$ cat src/rtl/cmbm_pkg.sv
/*
  Constants and types of the CAN message buffer manager.
  Assumes a 32-bit APB register bus and one 100 MHz clock.
*/
`default_nettype none
package cmbm_pkg;
  // ----------------------------------------------------------------
  // Buffer geometry
  // ----------------------------------------------------------------
  localparam int unsigned BUF_BYTES = 13;
  localparam int unsigned NUM_TX = 3;
  localparam logic [3:0] LAST_BYTE = 4'hC;
  localparam logic [3:0] RANK_WORD = 4'hD;

  // ----------------------------------------------------------------
  // Register map (byte addresses, and 64-byte window block numbers)
  // ----------------------------------------------------------------
  localparam logic [11:0] ADDR_CTRL = 12'h000;
  localparam logic [11:0] ADDR_RFLG = 12'h004;
  localparam logic [11:0] ADDR_TFLG = 12'h008;
  localparam logic [11:0] ADDR_TCTL = 12'h00C;
  localparam logic [5:0] RX_WIN_BLOCK = 6'h01;
  localparam logic [2:0] TX_WIN_FIRST = 3'h2;
  localparam logic [2:0] TX_WIN_LAST = 3'h4;

  // ----------------------------------------------------------------
  // Field positions
  // ----------------------------------------------------------------
  localparam int unsigned CTRL_LOOP = 0;
  localparam int unsigned CTRL_LOWPWR = 1;
  localparam int unsigned CTRL_RXFIE = 2;
  localparam int unsigned CTRL_OVRIE = 3;
  localparam int unsigned CTRL_TXEIE = 4;
  localparam int unsigned RFLG_RXF = 0;
  localparam int unsigned RFLG_OVR = 1;
  localparam int unsigned TFLG_ABAK = 4;

  // ----------------------------------------------------------------
  // Reset values
  // ----------------------------------------------------------------
  localparam logic [7:0] CTRL_RST = 8'h00;
  localparam logic [2:0] TXE_RST = 3'h7;
  localparam logic [7:0] RANK_RST = 8'h00;

  typedef enum logic {CMBM_TX_IDLE, CMBM_TX_SEND} cmbm_txst_t;
endpackage
`default_nettype wire

$ cat src/rtl/cmbm_core.sv
/*
  Message storage of a CAN controller: two-stage receive FIFO, three
  ranked transmit buffers with abort, APB register access.
  Assumes a protocol engine that streams received bytes, flags end of
  frame, filter result and transmit outcome, and reads transmit bytes.
*/
// Chosen here: the address map and register access over APB.
//
// Contract
// RULE_01: Receive FIFO has two entries; only the front entry is CPU visible.
// RULE_02: Each receive buffer holds thirteen bytes of control, identifier, data.
// RULE_03: Receive-full flag marks an accepted good message in the front buffer.
// RULE_04: Incoming bytes always land in the back buffer, accepted or not. Here they are blocked while it holds a kept message.
// RULE_05: With receive-full clear, accepted message moves front, flag and interrupt.
// RULE_06: Software reads the front buffer then clears receive-full.
// RULE_07: Back buffer takes a new frame right after the inter-frame space.
// RULE_08: Own transmitted frame stays in back buffer, no interrupt, no acknowledge.
// RULE_09: Loop-back treats own frames like any other incoming frame.
// RULE_10: After lost arbitration the winning frame is received normally.
// RULE_11: Third accepted message is dropped and overrun raised when enabled.
// RULE_12: With both buffers full transmit works, every incoming frame dropped.
// RULE_13: Three thirteen-byte transmit buffers, each with an 8-bit rank.
// RULE_14: Software fills an empty buffer, then clears its empty flag.
// RULE_15: Successful send sets the empty flag and transmit interrupt.
// RULE_16: Among ready buffers the smallest rank value is sent first.
// RULE_17: Selection is redone at every arbitration attempt, retries included.
// RULE_18: Abort request frees a buffer not on the bus, sets acknowledge.
// RULE_19: Abort acknowledge reads one when aborted, zero when sent.
// RULE_20: Transmit pin is zero for dominant, one for recessive.
// RULE_21: Flags clear by writing one; a live condition keeps them set.
// RULE_22: Receive interrupt rises as soon as end of frame is taken.
// RULE_23: Transmit pin stays recessive in any low-power mode.
// RULE_24: Front buffer stays unchanged while receive-full is set.
`timescale 1ns/1ps
`default_nettype none
module cmbm_core
  import cmbm_pkg::*;
(
  input wire logic pclk,
  input wire logic presetn,
  input wire logic psel,
  input wire logic penable,
  input wire logic pwrite,
  input wire logic [11:0] paddr,
  input wire logic [31:0] pwdata,
  output logic [31:0] prdata,
  output logic pready,
  output logic pslverr,
  input wire logic can_receive_pin,
  output logic can_transmit_pin,
  output logic eng_rx_bit,
  input wire logic eng_tx_dominant,
  input wire logic eng_rx_we,
  input wire logic [3:0] eng_rx_idx,
  input wire logic [7:0] eng_rx_byte,
  input wire logic eng_rx_done,
  input wire logic eng_rx_accept,
  output logic eng_ack_enable,
  output logic eng_tx_pending,
  input wire logic eng_arb_start,
  input wire logic eng_arb_lost,
  input wire logic eng_tx_error,
  input wire logic eng_tx_done,
  input wire logic [3:0] eng_tx_idx,
  output logic [7:0] eng_tx_byte,
  output logic irq_receive,
  output logic irq_transmit,
  output logic irq_error
);
  import cmbm_pkg::*;

  typedef struct packed {
    logic [7:0] ctrl;
    logic receive_full_flag;
    logic ovr;
    logic back_full;
    logic [2:0] transmit_empty_flag;
    logic [2:0] abak;
    logic [2:0] abrq;
    logic [12:0][7:0] back;
    logic [12:0][7:0] front;
    logic [2:0][12:0][7:0] txb;
    logic [2:0][7:0] rank;
    cmbm_txst_t st;
    logic [1:0] cur;
    logic [31:0] rdata;
    logic [7:0] tx_byte;
    logic tx_pin;
  } cmbm_state_t;

  cmbm_state_t s;
  cmbm_state_t next_s;

  // ----------------------------------------------------------------
  // Address decode and read mux
  // ----------------------------------------------------------------
  logic [3:0] word;
  logic [2:0] blk;
  logic [1:0] tbuf;
  logic hit_rx;
  logic hit_tx;
  logic hit;
  logic [31:0] rmux;
  logic [2:0] ready;
  logic [1:0] pick;
  logic [7:0] min_rank;
  logic tx_own;
  logic done_ok;
  logic wr;

  assign word = paddr[5:2];
  assign blk = paddr[8:6];
  assign tbuf = 2'(blk - TX_WIN_FIRST);
  assign hit_rx = (paddr[11:6] == RX_WIN_BLOCK) && (word <= LAST_BYTE); // [RULE_01]
  assign hit_tx = (paddr[11:9] == 3'h0) && (blk >= TX_WIN_FIRST) && (blk <= TX_WIN_LAST)
                  && (word <= RANK_WORD);
  assign wr = psel && penable && pwrite;
  assign tx_own = (s.st == CMBM_TX_SEND);
  // A frame counts as foreign unless it is our own one outside loop-back.
  assign done_ok = eng_rx_done && eng_rx_accept && (!tx_own || s.ctrl[CTRL_LOOP]); // [RULE_08] [RULE_09] [RULE_10]
  assign ready = ~s.transmit_empty_flag & ~s.abrq;

  always_comb
  begin
    hit = 1'b1;
    rmux = 32'h0000_0000;
    if (hit_rx)
    begin
      rmux = {24'h00_0000, s.front[word]};
    end
    else if (hit_tx)
    begin
      rmux = {24'h00_0000, (word == RANK_WORD) ? s.rank[tbuf] : s.txb[tbuf][word]};
    end
    else
    begin
      unique case (paddr)
        ADDR_CTRL: rmux = {24'h00_0000, s.ctrl};
        ADDR_RFLG: rmux = {30'h0000_0000, s.ovr, s.receive_full_flag};
        ADDR_TFLG: rmux = {25'h000_0000, s.abak, 1'b0, s.transmit_empty_flag};
        ADDR_TCTL: rmux = {29'h0000_0000, s.abrq};
        default: hit = 1'b0;
      endcase
    end
  end

  // ----------------------------------------------------------------
  // Local rank selection
  // ----------------------------------------------------------------
  always_comb
  begin
    pick = 2'h0;
    min_rank = 8'hFF;
    for (int i = NUM_TX - 1; i >= 0; i--)
    begin
      if (ready[i] && (s.rank[i] <= min_rank))
      begin
        pick = 2'(i);
        min_rank = s.rank[i];
      end
    end
  end

  // ----------------------------------------------------------------
  // Next state
  // ----------------------------------------------------------------
  always_comb
  begin
    next_s = s;
    if (psel && !penable)
    begin
      next_s.rdata = rmux;
    end
    if (wr && hit_tx)
    begin
      if (word == RANK_WORD)
      begin
        next_s.rank[tbuf] = pwdata[7:0]; // [RULE_13]
      end
      else
      begin
        next_s.txb[tbuf][word] = pwdata[7:0]; // [RULE_13] [RULE_14]
      end
    end
    else if (wr && !hit_rx)
    begin
      unique case (paddr)
        ADDR_CTRL: next_s.ctrl = pwdata[7:0];
        ADDR_RFLG:
        begin
          if (pwdata[RFLG_RXF])
          begin
            next_s.receive_full_flag = 1'b0; // [RULE_21]
          end
          if (pwdata[RFLG_OVR])
          begin
            next_s.ovr = 1'b0; // [RULE_21]
          end
        end
        ADDR_TFLG:
        begin
          next_s.transmit_empty_flag = s.transmit_empty_flag & ~pwdata[2:0]; // [RULE_14] [RULE_21]
          next_s.abak = s.abak & ~pwdata[2:0];
        end
        ADDR_TCTL: next_s.abrq = s.abrq | (pwdata[2:0] & ~s.transmit_empty_flag);
        default: next_s.ctrl = s.ctrl;
      endcase
    end

    // Back buffer is written on every frame; blocked only while it holds a kept message.
    if (eng_rx_we && !s.back_full && (eng_rx_idx <= LAST_BYTE))
    begin
      next_s.back[eng_rx_idx] = eng_rx_byte; // [RULE_02] [RULE_04] [RULE_07] [RULE_12]
    end
    if (!s.receive_full_flag && s.back_full)
    begin
      next_s.front = s.back; // [RULE_01]
      next_s.receive_full_flag = 1'b1;
      next_s.back_full = 1'b0;
    end
    // Hardware events come last so a set beats a clear in the same cycle.
    if (done_ok)
    begin
      if (!s.receive_full_flag && !s.back_full)
      begin
        next_s.front = s.back; // [RULE_05] [RULE_22] [RULE_24]
        next_s.receive_full_flag = 1'b1; // [RULE_03]
      end
      else if (!s.back_full)
      begin
        next_s.back_full = 1'b1; // [RULE_01]
      end
      else
      begin
        next_s.ovr = 1'b1; // [RULE_11] [RULE_12]
      end
    end

    unique case (s.st)
      CMBM_TX_IDLE:
      begin
        if (eng_arb_start && (|ready))
        begin
          next_s.st = CMBM_TX_SEND; // [RULE_16] [RULE_17]
          next_s.cur = pick;
        end
      end
      CMBM_TX_SEND:
      begin
        if (eng_tx_done)
        begin
          next_s.transmit_empty_flag[s.cur] = 1'b1; // [RULE_15]
          next_s.abak[s.cur] = 1'b0; // [RULE_19]
          next_s.abrq[s.cur] = 1'b0;
          next_s.st = CMBM_TX_IDLE;
        end
        else if (eng_arb_lost || eng_tx_error)
        begin
          next_s.st = CMBM_TX_IDLE; // [RULE_10] [RULE_17]
        end
      end
    endcase

    for (int i = 0; i < NUM_TX; i++)
    begin
      if (s.abrq[i] && s.transmit_empty_flag[i])
      begin
        next_s.abrq[i] = 1'b0;
      end
      else if (s.abrq[i] && !(tx_own && (s.cur == 2'(i))))
      begin
        next_s.transmit_empty_flag[i] = 1'b1; // [RULE_18]
        next_s.abak[i] = 1'b1; // [RULE_19]
        next_s.abrq[i] = 1'b0;
      end
    end

    next_s.tx_pin = s.ctrl[CTRL_LOWPWR] | ~eng_tx_dominant; // [RULE_20] [RULE_23]
    next_s.tx_byte = (eng_tx_idx <= LAST_BYTE) ? s.txb[s.cur][eng_tx_idx] : 8'h00;
  end

  always_ff @(posedge pclk or negedge presetn)
  begin
    if (!presetn)
    begin
      s <= '0;
      s.ctrl <= CTRL_RST;
      s.transmit_empty_flag <= TXE_RST;
      s.rank <= {NUM_TX{RANK_RST}};
      s.st <= CMBM_TX_IDLE;
      s.tx_pin <= 1'b1;
    end
    else
    begin
      s <= next_s;
    end
  end

  // ----------------------------------------------------------------
  // Outputs
  // ----------------------------------------------------------------
  assign prdata = s.rdata;
  assign pready = 1'b1;
  assign pslverr = psel && penable && !hit;
  assign can_transmit_pin = s.tx_pin;
  assign eng_rx_bit = s.ctrl[CTRL_LOOP] ? s.tx_pin : can_receive_pin; // [RULE_09]
  assign eng_ack_enable = !(tx_own && !s.ctrl[CTRL_LOOP]); // [RULE_08]
  assign eng_tx_pending = |ready;
  assign eng_tx_byte = s.tx_byte;
  assign irq_receive = s.receive_full_flag && s.ctrl[CTRL_RXFIE]; // [RULE_05]
  assign irq_transmit = |(s.transmit_empty_flag & s.ctrl[CTRL_TXEIE +: 3]); // [RULE_15] [RULE_18]
  assign irq_error = s.ovr && s.ctrl[CTRL_OVRIE]; // [RULE_11]
endmodule // cmbm_core
`default_nettype wire

$ cat config.mk
export PLATFORM = sky130hd
export DESIGN_NAME = cmbm_core
export DESIGN_NICKNAME = d
export VERILOG_FILES = /design/src/rtl/cmbm_pkg.sv /design/src/rtl/cmbm_core.sv
export SDC_FILE = /design/constraint.sdc
export NUM_CORES = 1
export LEC_CHECK = 0
export BUFFER_PORTS_ARGS = -buffer_cell sky130_fd_sc_hd__buf_2
export CORE_ASPECT_RATIO = 1.75
export CORE_UTILIZATION = 34
export DETAILED_ROUTE_END_ITERATION = 12
export GPL_ROUTABILITY_DRIVEN = 0
export HOLD_SLACK_MARGIN = 0.03
export PLACE_DENSITY = 0.56
export REMOVE_ABC_BUFFERS = 1
export SYNTH_ARGS = -nofsm -noshare
export SYNTH_HDL_FRONTEND = slang
export SYNTH_SLANG_ARGS = --single-unit
export TNS_END_PERCENT = 20
$ cat constraint.sdc
create_clock -name pclk -period 4.3 [get_ports pclk]
set_input_delay 0.215 -clock pclk [delete_from_list [all_inputs] [get_ports pclk]]
set_output_delay 0.215 -clock pclk [all_outputs]
set_load 0.005 [all_outputs]
After elaboration in Yosys (flattened, before gate mapping):

Cells that the tools add are included.

* add/subtract/negate cells: 1
* order comparisons: 18
* eq/ne operators: 7
* muxes and demuxes: 82
* bitwise operators: 18
* reduce and logical (&&, ||, !) cells: 59

Operator list (number)
* two-way mux 104 bit: 6
* binary-select mux 104 bit (select 2 bit): 2
* bitwise mux 312 bit: 1
* demux 104 bit (select 2 bit): 1
* bitwise mux 104 bit: 1
* two-way mux 8 bit: 13
* binary-select mux 8 bit (select 4 bit): 3
* demux 8 bit (select 4 bit): 2
* logical AND 1 bit: 36
* two-way mux 9 bit: 4
* two-way mux 1 bit: 32
* one-hot mux 8 bit (4 select lines): 1
* bitwise mux 24 bit: 1
* == test 12 x 4 -> 1 bit (second input constant): 2
* bitwise AND 3 bit: 7
* binary-select mux 8 bit (select 2 bit): 1
* demux 8 bit (select 2 bit): 1
* <= comparator 4 bit (second input constant): 4
* <= comparator 8 bit: 2
* less-than comparator 4 x 5 -> 1 bit (second input constant): 3
* two-way mux 2 bit: 7
* == test 12 x 3 -> 1 bit (second input constant): 1
* logical NOT 12 bit: 1
* inverter 3 bit: 4
* other kinds (26): 49

* register bits: 608
* input port bits: 74
* output and inout port bits: 49
* logic and storage cells: 265

Logic depth before layout (Yosys ltp):

Gate-level depths: netlist (run 1).

* word-level depth: 12
* mapped depth: 17
* gate-level depth less buffers: 16

Least setup slack after synthesis (run 1):

Ideal clock, no wire load.

* path kind: flip-flop to flip-flop
* start: register s[596] (netlist name)
* end: register s[42] (netlist name)
* setup time: 0.122 ns
* data arrival time: 3.630 ns
* data required time: 4.178 ns
* slack: 0.548 ns
* cell stages (with the launch flop): 18
* buffers on the path: 1
* clock period less this slack: 3.752 ns
* cells stage by stage: dfstp_2 > or2_2 > clkbuf_1 > nor2_1 > ha_1 > nor2b_1 > o21ai_0 > nand2b_1 > a21oi_1 > o311ai_2 > mux2_2 > ha_1 > nor2b_1 > o21ai_0 > nand2b_1 > a21oi_1 > o221ai_1 > a32o_1

* longest elaborated chain between the ends: 10
* elaborated cells on any way between the ends: 15
* classes of those cells: order compare: 2; mux: 5; bitwise: 2; reduce/logical: 6

Ends and longest elaborated chain
* from (decl): line cmbm_core.sv:91 `cmbm_state_t s;`
* from (signal assigned): line cmbm_core.sv:295 `s <= next_s;`
* inverter 3 bit (*): line cmbm_core.sv:121 `assign ready = ~s.transmit_empty_flag & ~s.abrq;`
* bitwise AND 3 bit (*): line cmbm_core.sv:121
* logical AND 1 bit: line cmbm_core.sv:156 `if (ready[i] && (s.rank[i] <= min_rank))`
* two-way mux 8 bit: line cmbm_core.sv:156
* <= comparator 8 bit: line cmbm_core.sv:156
* logical AND 1 bit: line cmbm_core.sv:156
* two-way mux 8 bit: line cmbm_core.sv:156
* <= comparator 8 bit: line cmbm_core.sv:156
* logical AND 1 bit: line cmbm_core.sv:156
* two-way mux 2 bit: line cmbm_core.sv:156

Mark *: on every way between the ends. The rest lies on a longest branch, timed or not.
A chain may end at the register's enable or synchronous reset.

Worst setup path after layout (run 1):

Ends and elaborated chain as after synthesis.

==> Flow_metrics.wiki, run 1 <==
{| class="wikitable"
! Metric !! Value
|-
| Status || finished, final reports clean
|-
| Area leader, netlist || dfrtp_1
|-
| Total core area || 87900 sq um
|-
| Max Cap Viol || 0
|-
| Largest driver fanout on the critical path || 9
|-
| Rel. slew slack || 11.9%
|-
| Global routing usage summed across all routing layers || 21.5%
|-
| Cells along the critical path || or2_2, nor2_1, ha_1, nor2b_1, o21ai_0, nand2b_1, a21oi_1, o311ai_2, buf_4, mux2_2, ha_1, nand4_1, nor4_1, nor3_1, a32o_1
|-
| Setup slack after layout || 0.518 ns
|-
| Synth unique cells || 63
|-
| Clock-pin slew on the worst setup and hold paths || 0.07 ns
|-
| Half-perimeter wire length after detailed placement || 65600 um
|-
| Multi-input gate area || 14400 sq um
|-
| Highest Clock Rate || 264 MHz
|-
| Setup repair after global routing missed its margin || false
|-
| Top cell type's share of synthesized area || 48.1%
|-
| Clock power frac || 43.7%
|-
| Area Growth Syn to Fin || 11.5%
|-
| Worst R2R End || s[42]
|-
| Int Pwr || 0.00913 W
|-
| Sinks on the clock net || 584
|-
| EDFF count, synth || 0
|-
| DRT antenna net count || 0
|-
| DR vias/cell || 5.72
|-
| Compound-gate portion of the synthesized area || 8.82%
|-
| Leakage power || 15.3 nW
|-
| Adder and majority cell fraction of the synthesized area || 0.664%
|-
| Later-pin clock latency in the skew report || 0.65 ns
|-
| Proportion of register bits with asynchronous set or reset after synthesis || 100%
|-
| Crit path launch type || flip-flop
|-
| DP Worst Slack || 0.608 ns
|-
| Clock Skews || 0.0298 ns
|-
| Class of the most critical hold timing path || in2reg
|-
| Gate count of the mapped netlist || 2452
|-
| Startpoint of the worst register-to-register path || s[596]
|-
| Register bit total from synthesis || 584
|-
| Die Wd || 227 um
|-
| Pin count of the biggest net entering global routing || 120
|-
| Resized Gates After CTS || 0
|-
| Gr ovfl total || 0
|-
| Worst Reg-to-Reg Cells || 15
|-
| Area fraction in and, or, nand and nor cells after synthesis || 6.25%
|-
| Level count of the clock H-tree || 2
|-
| Psw || 0.00301 W
|-
| Most frequent cell after synthesis || mux2_2
|-
| Via count of the first global-routing pass || 21849
|-
| Fill cell count || 8569
|-
| Post-route cell area || 33600 sq um
|-
| CP most frequent cell || ha_1
|-
| Placement Cell Area || 31600 sq um
|-
| Initial DRC count || 1351
|-
| Time the final worst path needs with I/O delays and setup || 3.78 ns
|-
| Number of iterations in the first detailed-routing pass || 7
|-
| Average routed wire per standard cell || 26.2 um
|-
| Fraction of power spent switching nets || 24.8%
|-
| Net count reported at finish || 2535
|-
| Fraction of layout instances using a drive strength above 1 || 36.9%
|-
| Arrival time of data at the critical path endpoint || 4.30 ns
|-
| TritonCTS clock tree || built
|-
| Sequential fraction of design power || 48.3%
|-
| Final Hold Violating Endpoints || 0
|-
| Starting density of the core || 34.3%
|-
| Part of the cycle the worst path needs || 88.0%
|-
| Initial antenna violation count || 1
|-
| Category of the worst setup path capture point || flip-flop
|-
| Cell at the slowest stage of the critical path || dfstp_2
|-
| Proportion of power drawn by combinational gates || 8.1%
|-
| Power density relative to cell area || 361 nW/um^2
|-
| Row count || 144
|-
| Flop-to-flop setup slack || 0.52 ns
|-
| Area of all sequential standard cells || 14600 sq um
|-
| Number of CTS-inserted buffers || 56
|-
| Y dimension of the die || 396 um
|-
| Count of vias placed by the detailed router || 20933
|-
| Worst voltage drop across the vdd grid || 0.405 mV
|-
| Cell area after synthesis || 30200 sq um
|-
| Port-buffer cells || 73
|-
| Area share of xor/xnor cells in the synthesized design || 0%
|-
| Number of inserted diodes || 0
|-
| Final-report setup violation count || 0
|-
| Post-synthesis area per instance || 12.3 sq um
|-
| Start-to-end type of the worst setup path || reg2reg
|-
| Area enclosed by the die boundary || 90000 sq um
|-
| Most used DFF post-synth || dfrtp_1
|-
| Combinational family with the most area after synthesis || multiplexers
|-
| Buffers inserted during post-CTS setup optimization || 0
|-
| Wire length of the first global-routing pass || 144000 um
|-
| Part of the Yosys area used for sequential elements || 48.5%
|-
| Longest individual stage delay on the worst path || 0.60 ns
|-
| Cells taking the most area after synthesis || dfrtp_1, mux2_2, mux2i_1
|-
| Cell at the root of the clock tree || clkbuf_16
|-
| Crit path required time || 4.82 ns
|-
| Slew at the pin closest to its max-slew limit || 1.31 ns
|-
| Remaining routing DRC violations || 0
|-
| Boundary Pins || 123
|-
| Mux share of post-synthesis cell area || 31.7%
|-
| Clock Path Buffers || 3
|-
| Most frequent cells after synthesis || mux2_2, dfrtp_1, mux2i_1, o21ai_0, nand2_1
|-
| Launch point of the worst path || s[596]
|-
| Aggregate routed wire length || 95900 um
|-
| Count of synthesis-stage warnings from yosys || 0
|-
| Setup crit end || s[42]
|-
| Pins Over Slew Limit || 0
|}
[critical path: cells and delay by family, from the launching register on]
| kind | cells | cell delay [ns] |
|---|---|---|
| and+or+nand+nor | 7 | 1.16 |
| muxes | 1 | 0.35 |
| buffers and inverters | 1 | 0.22 |
| DFF | 1 | 0.60 |
| AOI/OAI and AO/OA | 4 | 0.75 |
| adders and majority gates | 2 | 0.60 |
[per-layer routing]
layer	vias to the layer above	share of wire [%]	global-route usage, %	routed length, um
li1	9009	-	-	-
met1	10996	37	23.9	35100
met2	685	51	37.4	49200
met3	241	4.5	2.99	4290
met4	2	7.7	15.0	7340
met5	-	0.014	0	13
[cell families (layout without fill, tap and decap cells)]
| family | Yosys count | in the layout |
|---|---|---|
| simple gates | 374 | 374 |
| compound gates | 396 | 396 |
| other cells | 2 | 25 |
| buf+inv | 251 | 267 |
| fa+ha+maj | 16 | 16 |
| mux | 829 | 829 |
| flops | 584 | 584 |
[per-stage QoR]
step / power, W / utilization, % / hold slack (ns) / instances / setup TNS (ns)
after floorplan: 0.00634 / - / -0.0806 / 2243 / -204.11
after global placement: 0.00689 / 35.9 / 0.350 / 3546 / 0
after detailed placement: 0.00694 / 35.9 / 0.353 / 3546 / 0
after CTS: 0.0123 / 38.2 / 0.0329 / 3659 / 0
after global routing: 0.0125 / 38.2 / 0.0819 / 3659 / 0
final: 0.0121 / 38.2 / 0.0802 / 3659 / 0
[worst min-delay path by stage]
stage               cells after the start  slack, ns                         end       startpoint
global route                            3       0.08                      s[598]    eng_rx_accept
CTS                                     3       0.03                      s[598]    eng_rx_accept
global placement                        2       0.35            can_transmit_pin  eng_tx_dominant
floorplan                               0      -0.08  asynchronous set/reset pin          presetn
finish                                  2       0.08                      s[542]   eng_rx_byte[2]
detailed placement                      2       0.35            can_transmit_pin  eng_tx_dominant
[layout by cell type (no fill, tap or decap), drive strengths merged, types with 20 or more instances in the layout]
cell type and instances:
nor3 37, nand2 108, mux4 42, o211ai 57
inv 20, a21oi 54, mux2i 187, a221oi 34
buf 135, dfrtp 580, nor2 81, mux2 600
o21ai 104, a31oi 47, conb 25, nand3 76
a2bb2oi 24, clkbuf 80
[cell type report]
cell class	count	area share, %
inverters	19	0.212
clock inverters	24	0.815
multi-input cells	1640	42.9
well taps	1168	4.35
repair buffers	144	3.19
clock buffers	80	5.01
flip-flops and latches	584	43.5
[power by group through the flow]
stage / combinational (W) / clock [W] / sequential, W
floorplan: 0.000423 / 0 / 0.00592
global placement: 0.000952 / 0 / 0.00594
detailed placement: 0.000980 / 0 / 0.00596
CTS: 0.000991 / 0.00541 / 0.00586
global route: 0.00106 / 0.00559 / 0.00589
finish: 0.000981 / 0.00530 / 0.00586
[what timing repair did]
item | CTS | global route
hold buffers | 9 | 0
endpoints found under the setup margin | 0 | 0
endpoints found under the hold margin | 157 | 0
(Power assumes the default switching activity.)
==> run 2, diff against run 1 <==
- BUFFER_PORTS_ARGS: -buffer_cell sky130_fd_sc_hd__buf_2 -> -buffer_cell sky130_fd_sc_hd__clkbuf_2
==> Flow_metrics.wiki, run 2 (synthesis gave the netlist of run 1 again) <==
{| class="wikitable"
! Metric !! Value
|-
| Status || finished, final reports clean
|-
| Launch point of the worst path || s[596]
|-
| Wire length of the first global-routing pass || 144000 um
|-
| Leading cell type in the layout, fill and taps excluded || mux2_2
|-
| Longest individual stage delay on the worst path || 0.59 ns
|-
| DRT antenna net count || 0
|-
| Highest Clock Rate || 254 MHz
|-
| Remaining routing DRC violations || 0
|-
| Port-buffer cells || 73
|-
| Resized Gates After CTS || 0
|-
| Hold path start || eng_rx_byte[7]
|-
| Pin count of the biggest net entering global routing || 121
|-
| Part of the cycle the worst path needs || 91.6%
|-
| Highest-count cells in the layout ignoring fill and taps || mux2_2, dfrtp_1, mux2i_1, o21ai_0, nand2_1
|-
| Y dimension of the die || 396 um
|-
| Sinks on the clock net || 584
|-
| Net count reported at finish || 2529
|-
| Global routing usage summed across all routing layers || 21.5%
|-
| Count of vias placed by the detailed router || 20877
|-
| Area enclosed by the die boundary || 90000 sq um
|-
| Pins Over Slew Limit || 0
|-
| Arrival time of data at the critical path endpoint || 4.47 ns
|-
| Leakage power || 15.3 nW
|-
| CP most frequent cell || ha_1
|-
| Later-pin clock latency in the skew report || 0.64 ns
|-
| Final-report setup violation count || 0
|-
| Time the final worst path needs with I/O delays and setup || 3.94 ns
|-
| Aggregate routed wire length || 95900 um
|-
| Starting density of the core || 34.3%
|-
| Class of the most critical hold timing path || in2reg
|-
| Total Neg Setup Slack || 0 ns
|-
| Row count || 144
|-
| Buffers inserted during post-CTS setup optimization || 0
|-
| Slew at the pin closest to its max-slew limit || 1.24 ns
|-
| Setup repair after global routing missed its margin || false
|-
| Power density relative to cell area || 360 nW/um^2
|-
| Gr ovfl total || 0
|-
| Half-perimeter wire length after detailed placement || 65500 um
|-
| Category of the worst setup path capture point || flip-flop
|-
| Area Growth Syn to Fin || 11.2%
|-
| Clock Skews || 0.0200 ns
|-
| DR vias/cell || 5.71
|-
| Cell at the slowest stage of the critical path || dfstp_2
|-
| Cells along the critical path || or2_2, nor2_1, ha_1, nor2b_1, o21ai_0, nand2b_1, a21oi_1, o311ai_2, buf_4, mux2_2, ha_1, nand4_1, nor4_1, nor3_1, a32o_1
|-
| Level count of the clock H-tree || 2
|-
| Startpoint of the worst register-to-register path || s[596]
|-
| Crit path required time || 4.83 ns
|-
| Max Cap Viol || 0
|-
| Clock Path Buffers || 3
|-
| Worst voltage drop across the vdd grid || 0.315 mV
|-
| Boundary Pins || 123
|-
| Largest driver fanout on the critical path || 9
|-
| Crit path launch type || flip-flop
|-
| Number of CTS-inserted buffers || 56
|-
| Average routed wire per standard cell || 26.3 um
|-
| Total core area || 87900 sq um
|-
| Final Power || 0.0121 W
|-
| TritonCTS clock tree || built
|-
| Fin util || 38.2%
|-
| Fraction of layout instances using a drive strength above 1 || 36.6%
|-
| Rel. slew slack || 17.1%
|-
| Number of iterations in the first detailed-routing pass || 6
|-
| Cell at the root of the clock tree || clkbuf_16
|-
| Via count of the first global-routing pass || 21841
|-
| Die Wd || 227 um
|-
| Clock-pin slew on the worst setup and hold paths || 0.07 ns
|-
| Initial DRC count || 1444
|-
| Initial antenna violation count || 1
|-
| Start-to-end type of the worst setup path || reg2reg
|-
| Final Hold Violating Endpoints || 0
|}
run 2: changes by cell type in the layout (fill, tap and decap cells not counted), moves of 2 or more:
cell / change
dlygate4sd3_1: -3
buf_12: +2
clkbuf_2: +69
clkinv_2: +2
buf_2: -69
buf_4: -5
clkinvlp_4: -3
clkbuf_8: -6
clkbuf_1: +6
run 2: where the power goes:
part / total, W / switching, W / internal [W]
logic: 0.000977 / 0.000608 / 0.000369
registers: 0.00586 / 0.000128 / 0.00573
clock network: 0.00524 / 0.00225 / 0.00299
run 2: final cells by class:
type	count	area, sq um
Tap cell	1168	1460
Antenna cell	1	2.50
Clock inverter	24	292
Timing Repair Buffer	138	1040
Multi-Input combinational cell	1640	14400
Inverter	19	71.3
Fill cell	8568	54400
Sequential cell	584	14600
Clock buffer	80	1620
run 2: final timing paths:
check | endpoint | slack [ns] | depth (start not counted)
worst min-delay path | s[571] | 0.06 | 2
worst max register to register | s[42] | 0.36 | 15
worst max-delay path | s[42] | 0.36 | 15
max in group asynchronous | s[163] | 2.90 | 3
worst min register to register | flip-flop | 0.49 | 1
min in group asynchronous | s[558] | 0.17 | 2
run 2: per-layer routing:
layer  routed length (um)  up-vias  share of wire [%]  track usage, %
li1                     -     9008                  -               -
met1                34900    10821                 36            23.9
met2                49100      781                 51            37.6
met3                 4510      267                4.7            2.88
met4                 7440        0                7.8            15.0
met5                    0        -                  0               0
run 2: what timing repair did:
action                                  CTS  global route
hold buffers                              6             0
hold endpoints to repair                 80             0
endpoints found under the setup margin    0             0
run 2: worst max-delay path, delay by kind of cell (launching register included):
family                     cells  cell delay (ns)
AOI/OAI and AO/OA              4             0.89
muxes                          1             0.34
adders and majority gates      2             0.61
buffers and inverters          1             0.25
DFF                            1             0.59
and+or+nand+nor                7             1.15
run 2: per-stage QoR:
| step | setup slack (ns) | instance area [sq um] | instances | hold WS [ns] |
|---|---|---|---|---|
| 4_1_cts | 0.410 | 33600 | 3653 | 0.0358 |
| 3_3_place_gp | 0.532 | 31600 | 3543 | 0.268 |
| 6_report | 0.362 | 33600 | 3654 | 0.0626 |
| 2_1_floorplan | -4.26 | 29100 | 2243 | -0.0806 |
| 5_1_grt | 0.0841 | 33600 | 3653 | 0.0783 |
| 3_5_place_dp | 0.402 | 31600 | 3543 | 0.269 |
==> run 3, diff against run 2 <==
==> constraint.sdc (replaced) <==
create_clock -name pclk -period 4.3 [get_ports pclk]
set_input_delay 0.86 -clock pclk [delete_from_list [all_inputs] [get_ports pclk]]
set_output_delay 0.86 -clock pclk [all_outputs]
set_load 0.005 [all_outputs]
==> Flow_metrics.wiki, run 3 (synthesis gave the netlist of run 1 again) <==
{| class="wikitable"
! Metric !! Value
|-
| Part of the cycle the worst path needs || 91.4%
|-
| Category of the worst setup path capture point || flip-flop
|-
| Final Power || 0.0122 W
|-
| Pin count of the biggest net entering global routing || 113
|-
| Setup repair after global routing missed its margin || false
|-
| Gr ovfl total || 0
|-
| Crit path launch type || flip-flop
|-
| Area enclosed by the die boundary || 90000 sq um
|-
| Leakage power || 15.4 nW
|-
| Post-route cell area || 33700 sq um
|-
| Starting density of the core || 34.3%
|-
| Slew at the pin closest to its max-slew limit || 1.28 ns
|-
| Via count of the first global-routing pass || 22126
|-
| Arrival time of data at the critical path endpoint || 4.44 ns
|-
| Number of CTS-inserted buffers || 57
|-
| Total core area || 87900 sq um
|-
| Startpoint of the worst register-to-register path || s[596]
|-
| Initial antenna violation count || 1
|-
| Leading cell type in the layout, fill and taps excluded || mux2_2
|-
| Crit path required time || 4.81 ns
|-
| Cell at the root of the clock tree || clkbuf_16
|-
| Time the final worst path needs with I/O delays and setup || 3.93 ns
|-
| Start-to-end type of the worst setup path || reg2reg
|-
| Port-buffer cells || 73
|-
| Sinks on the clock net || 584
|-
| Area of all sequential standard cells || 14600 sq um
|-
| Worst voltage drop across the vdd grid || 0.338 mV
|-
| Clock-pin slew on the worst setup and hold paths || 0.07 ns
|-
| Y dimension of the die || 396 um
|-
| Wire length of the first global-routing pass || 145000 um
|-
| Row count || 144
|-
| Aggregate routed wire length || 96400 um
|-
| Rel. slew slack || 15.0%
|-
| Number of inserted diodes || 0
|-
| Clock Skews || 0.0220 ns
|-
| Placement Cell Area || 31700 sq um
|-
| Final-report setup violation count || 0
|-
| Highest-count cells in the layout ignoring fill and taps || mux2_2, dfrtp_1, mux2i_1, o21ai_0, nand2_1
|-
| Clock Path Buffers || 3
|-
| Average routed wire per standard cell || 26.2 um
|-
| Status || finished, final reports clean
|-
| DR vias/cell || 5.74
|-
| Hold buffer count at cts || 0
|-
| Buffers inserted during post-CTS setup optimization || 0
|-
| Largest driver fanout on the critical path || 9
|-
| Fill cell count || 8598
|-
| Final Hold Violating Endpoints || 0
|-
| Level count of the clock H-tree || 2
|-
| Net count reported at finish || 2550
|-
| Max Cap Viol || 0
|-
| Fraction of layout instances using a drive strength above 1 || 37.6%
|-
| Global routing usage summed across all routing layers || 21.6%
|-
| Class of the most critical hold timing path || in2async
|-
| Initial DRC count || 1317
|-
| Highest Clock Rate || 254 MHz
|-
| Number of iterations in the first detailed-routing pass || 5
|-
| Boundary Pins || 123
|-
| DRT antenna net count || 0
|-
| Pins Over Slew Limit || 0
|-
| Launch point of the worst path || s[596]
|-
| Remaining routing DRC violations || 0
|-
| Power density relative to cell area || 361 nW/um^2
|-
| Half-perimeter wire length after detailed placement || 67000 um
|-
| TritonCTS clock tree || built
|-
| Die Wd || 227 um
|-
| Area Growth Syn to Fin || 11.7%
|-
| Later-pin clock latency in the skew report || 0.64 ns
|-
| Count of vias placed by the detailed router || 21097
|-
| Multi-input gate area || 14400 sq um
|}
==> run 3: changes by cell type in the layout (fill, tap and decap cells not counted), sizes merged <==
cell and delta:
inv +1, clkbuf +2, bufinv -1, buf +26
diode -1, clkinv -2, dlygate4sd3 -6
==> run 3: final timing paths <==
kind / slack [ns] / end / depth (start not counted)
hold reg to reg: 0.48 / flip-flop / 1
setup reg to reg: 0.37 / s[42] / 15
hold / removal: 0.26 / asynchronous set/reset pin / 1
min in group pclk: 0.36 / can_transmit_pin / 2
setup / recovery: 0.37 / s[42] / 15
max in group asynchronous: 2.86 / s[266] / 2
==> run 3: timing repair <==
action	CTS	global route
hold endpoints to repair	0	0
setup endpoints to repair	0	1
resized for setup	0	1
==> run 3: metal layers <==
metal  global-route usage (%)  vias to the layer above  wire (um)
li1                         -                     9051          -
met1                     23.8                    11042      34400
met2                     38.1                      761      50200
met3                     3.11                      243       4760
met4                     14.2                        0       7010
met5                        0                        -          0
==> run 3: final cells by class <==
cell class / instances / area share (%)
Clock buffer: 82 / 5.11
Clock inverter: 22 / 0.739
Inverter: 19 / 0.212
Multi-Input combinational cell: 1640 / 42.9
Sequential cell: 584 / 43.4
Tap cell: 1168 / 4.34
Timing Repair Buffer: 158 / 3.35
==> run 3: where the power goes <==
part / internal [W] / switching (W) / total, W / leakage [nW]
clock: 0.00307 / 0.00225 / 0.00532 / 0.986
combinational: 0.000374 / 0.000613 / 0.000987 / 6.41
sequential: 0.00573 / 0.000129 / 0.00586 / 8.02
==> run 3: worst max-delay path, cell delays in order (launching register included) <==
cell,delay [ns]
dfstp_2,0.59
or2_2,0.26
nor2_1,0.09
ha_1,0.30
nor2b_1,0.17
o21ai_0,0.12
nand2b_1,0.09
a21oi_1,0.10
o311ai_4,0.37
buf_4,0.24
mux2_2,0.35
ha_1,0.30
nand4_1,0.13
nor4_1,0.36
nor3_1,0.09
a32o_1,0.27
==> run 3: metrics by stage <==
stage	hold slack [ns]	setup TNS [ns]	setup WS, ns	cells	utilization [%]
6_report	0.259	0	0.370	3673	38.3
5_1_grt	0.346	0	0.125	3673	38.3
4_1_cts	0.335	0	0.297	3673	38.3
3_5_place_dp	0.488	0	0.342	3569	36.1
3_3_place_gp	0.481	0	0.408	3569	36.1
2_1_floorplan	0.448	-237.62	-4.26	2243	-
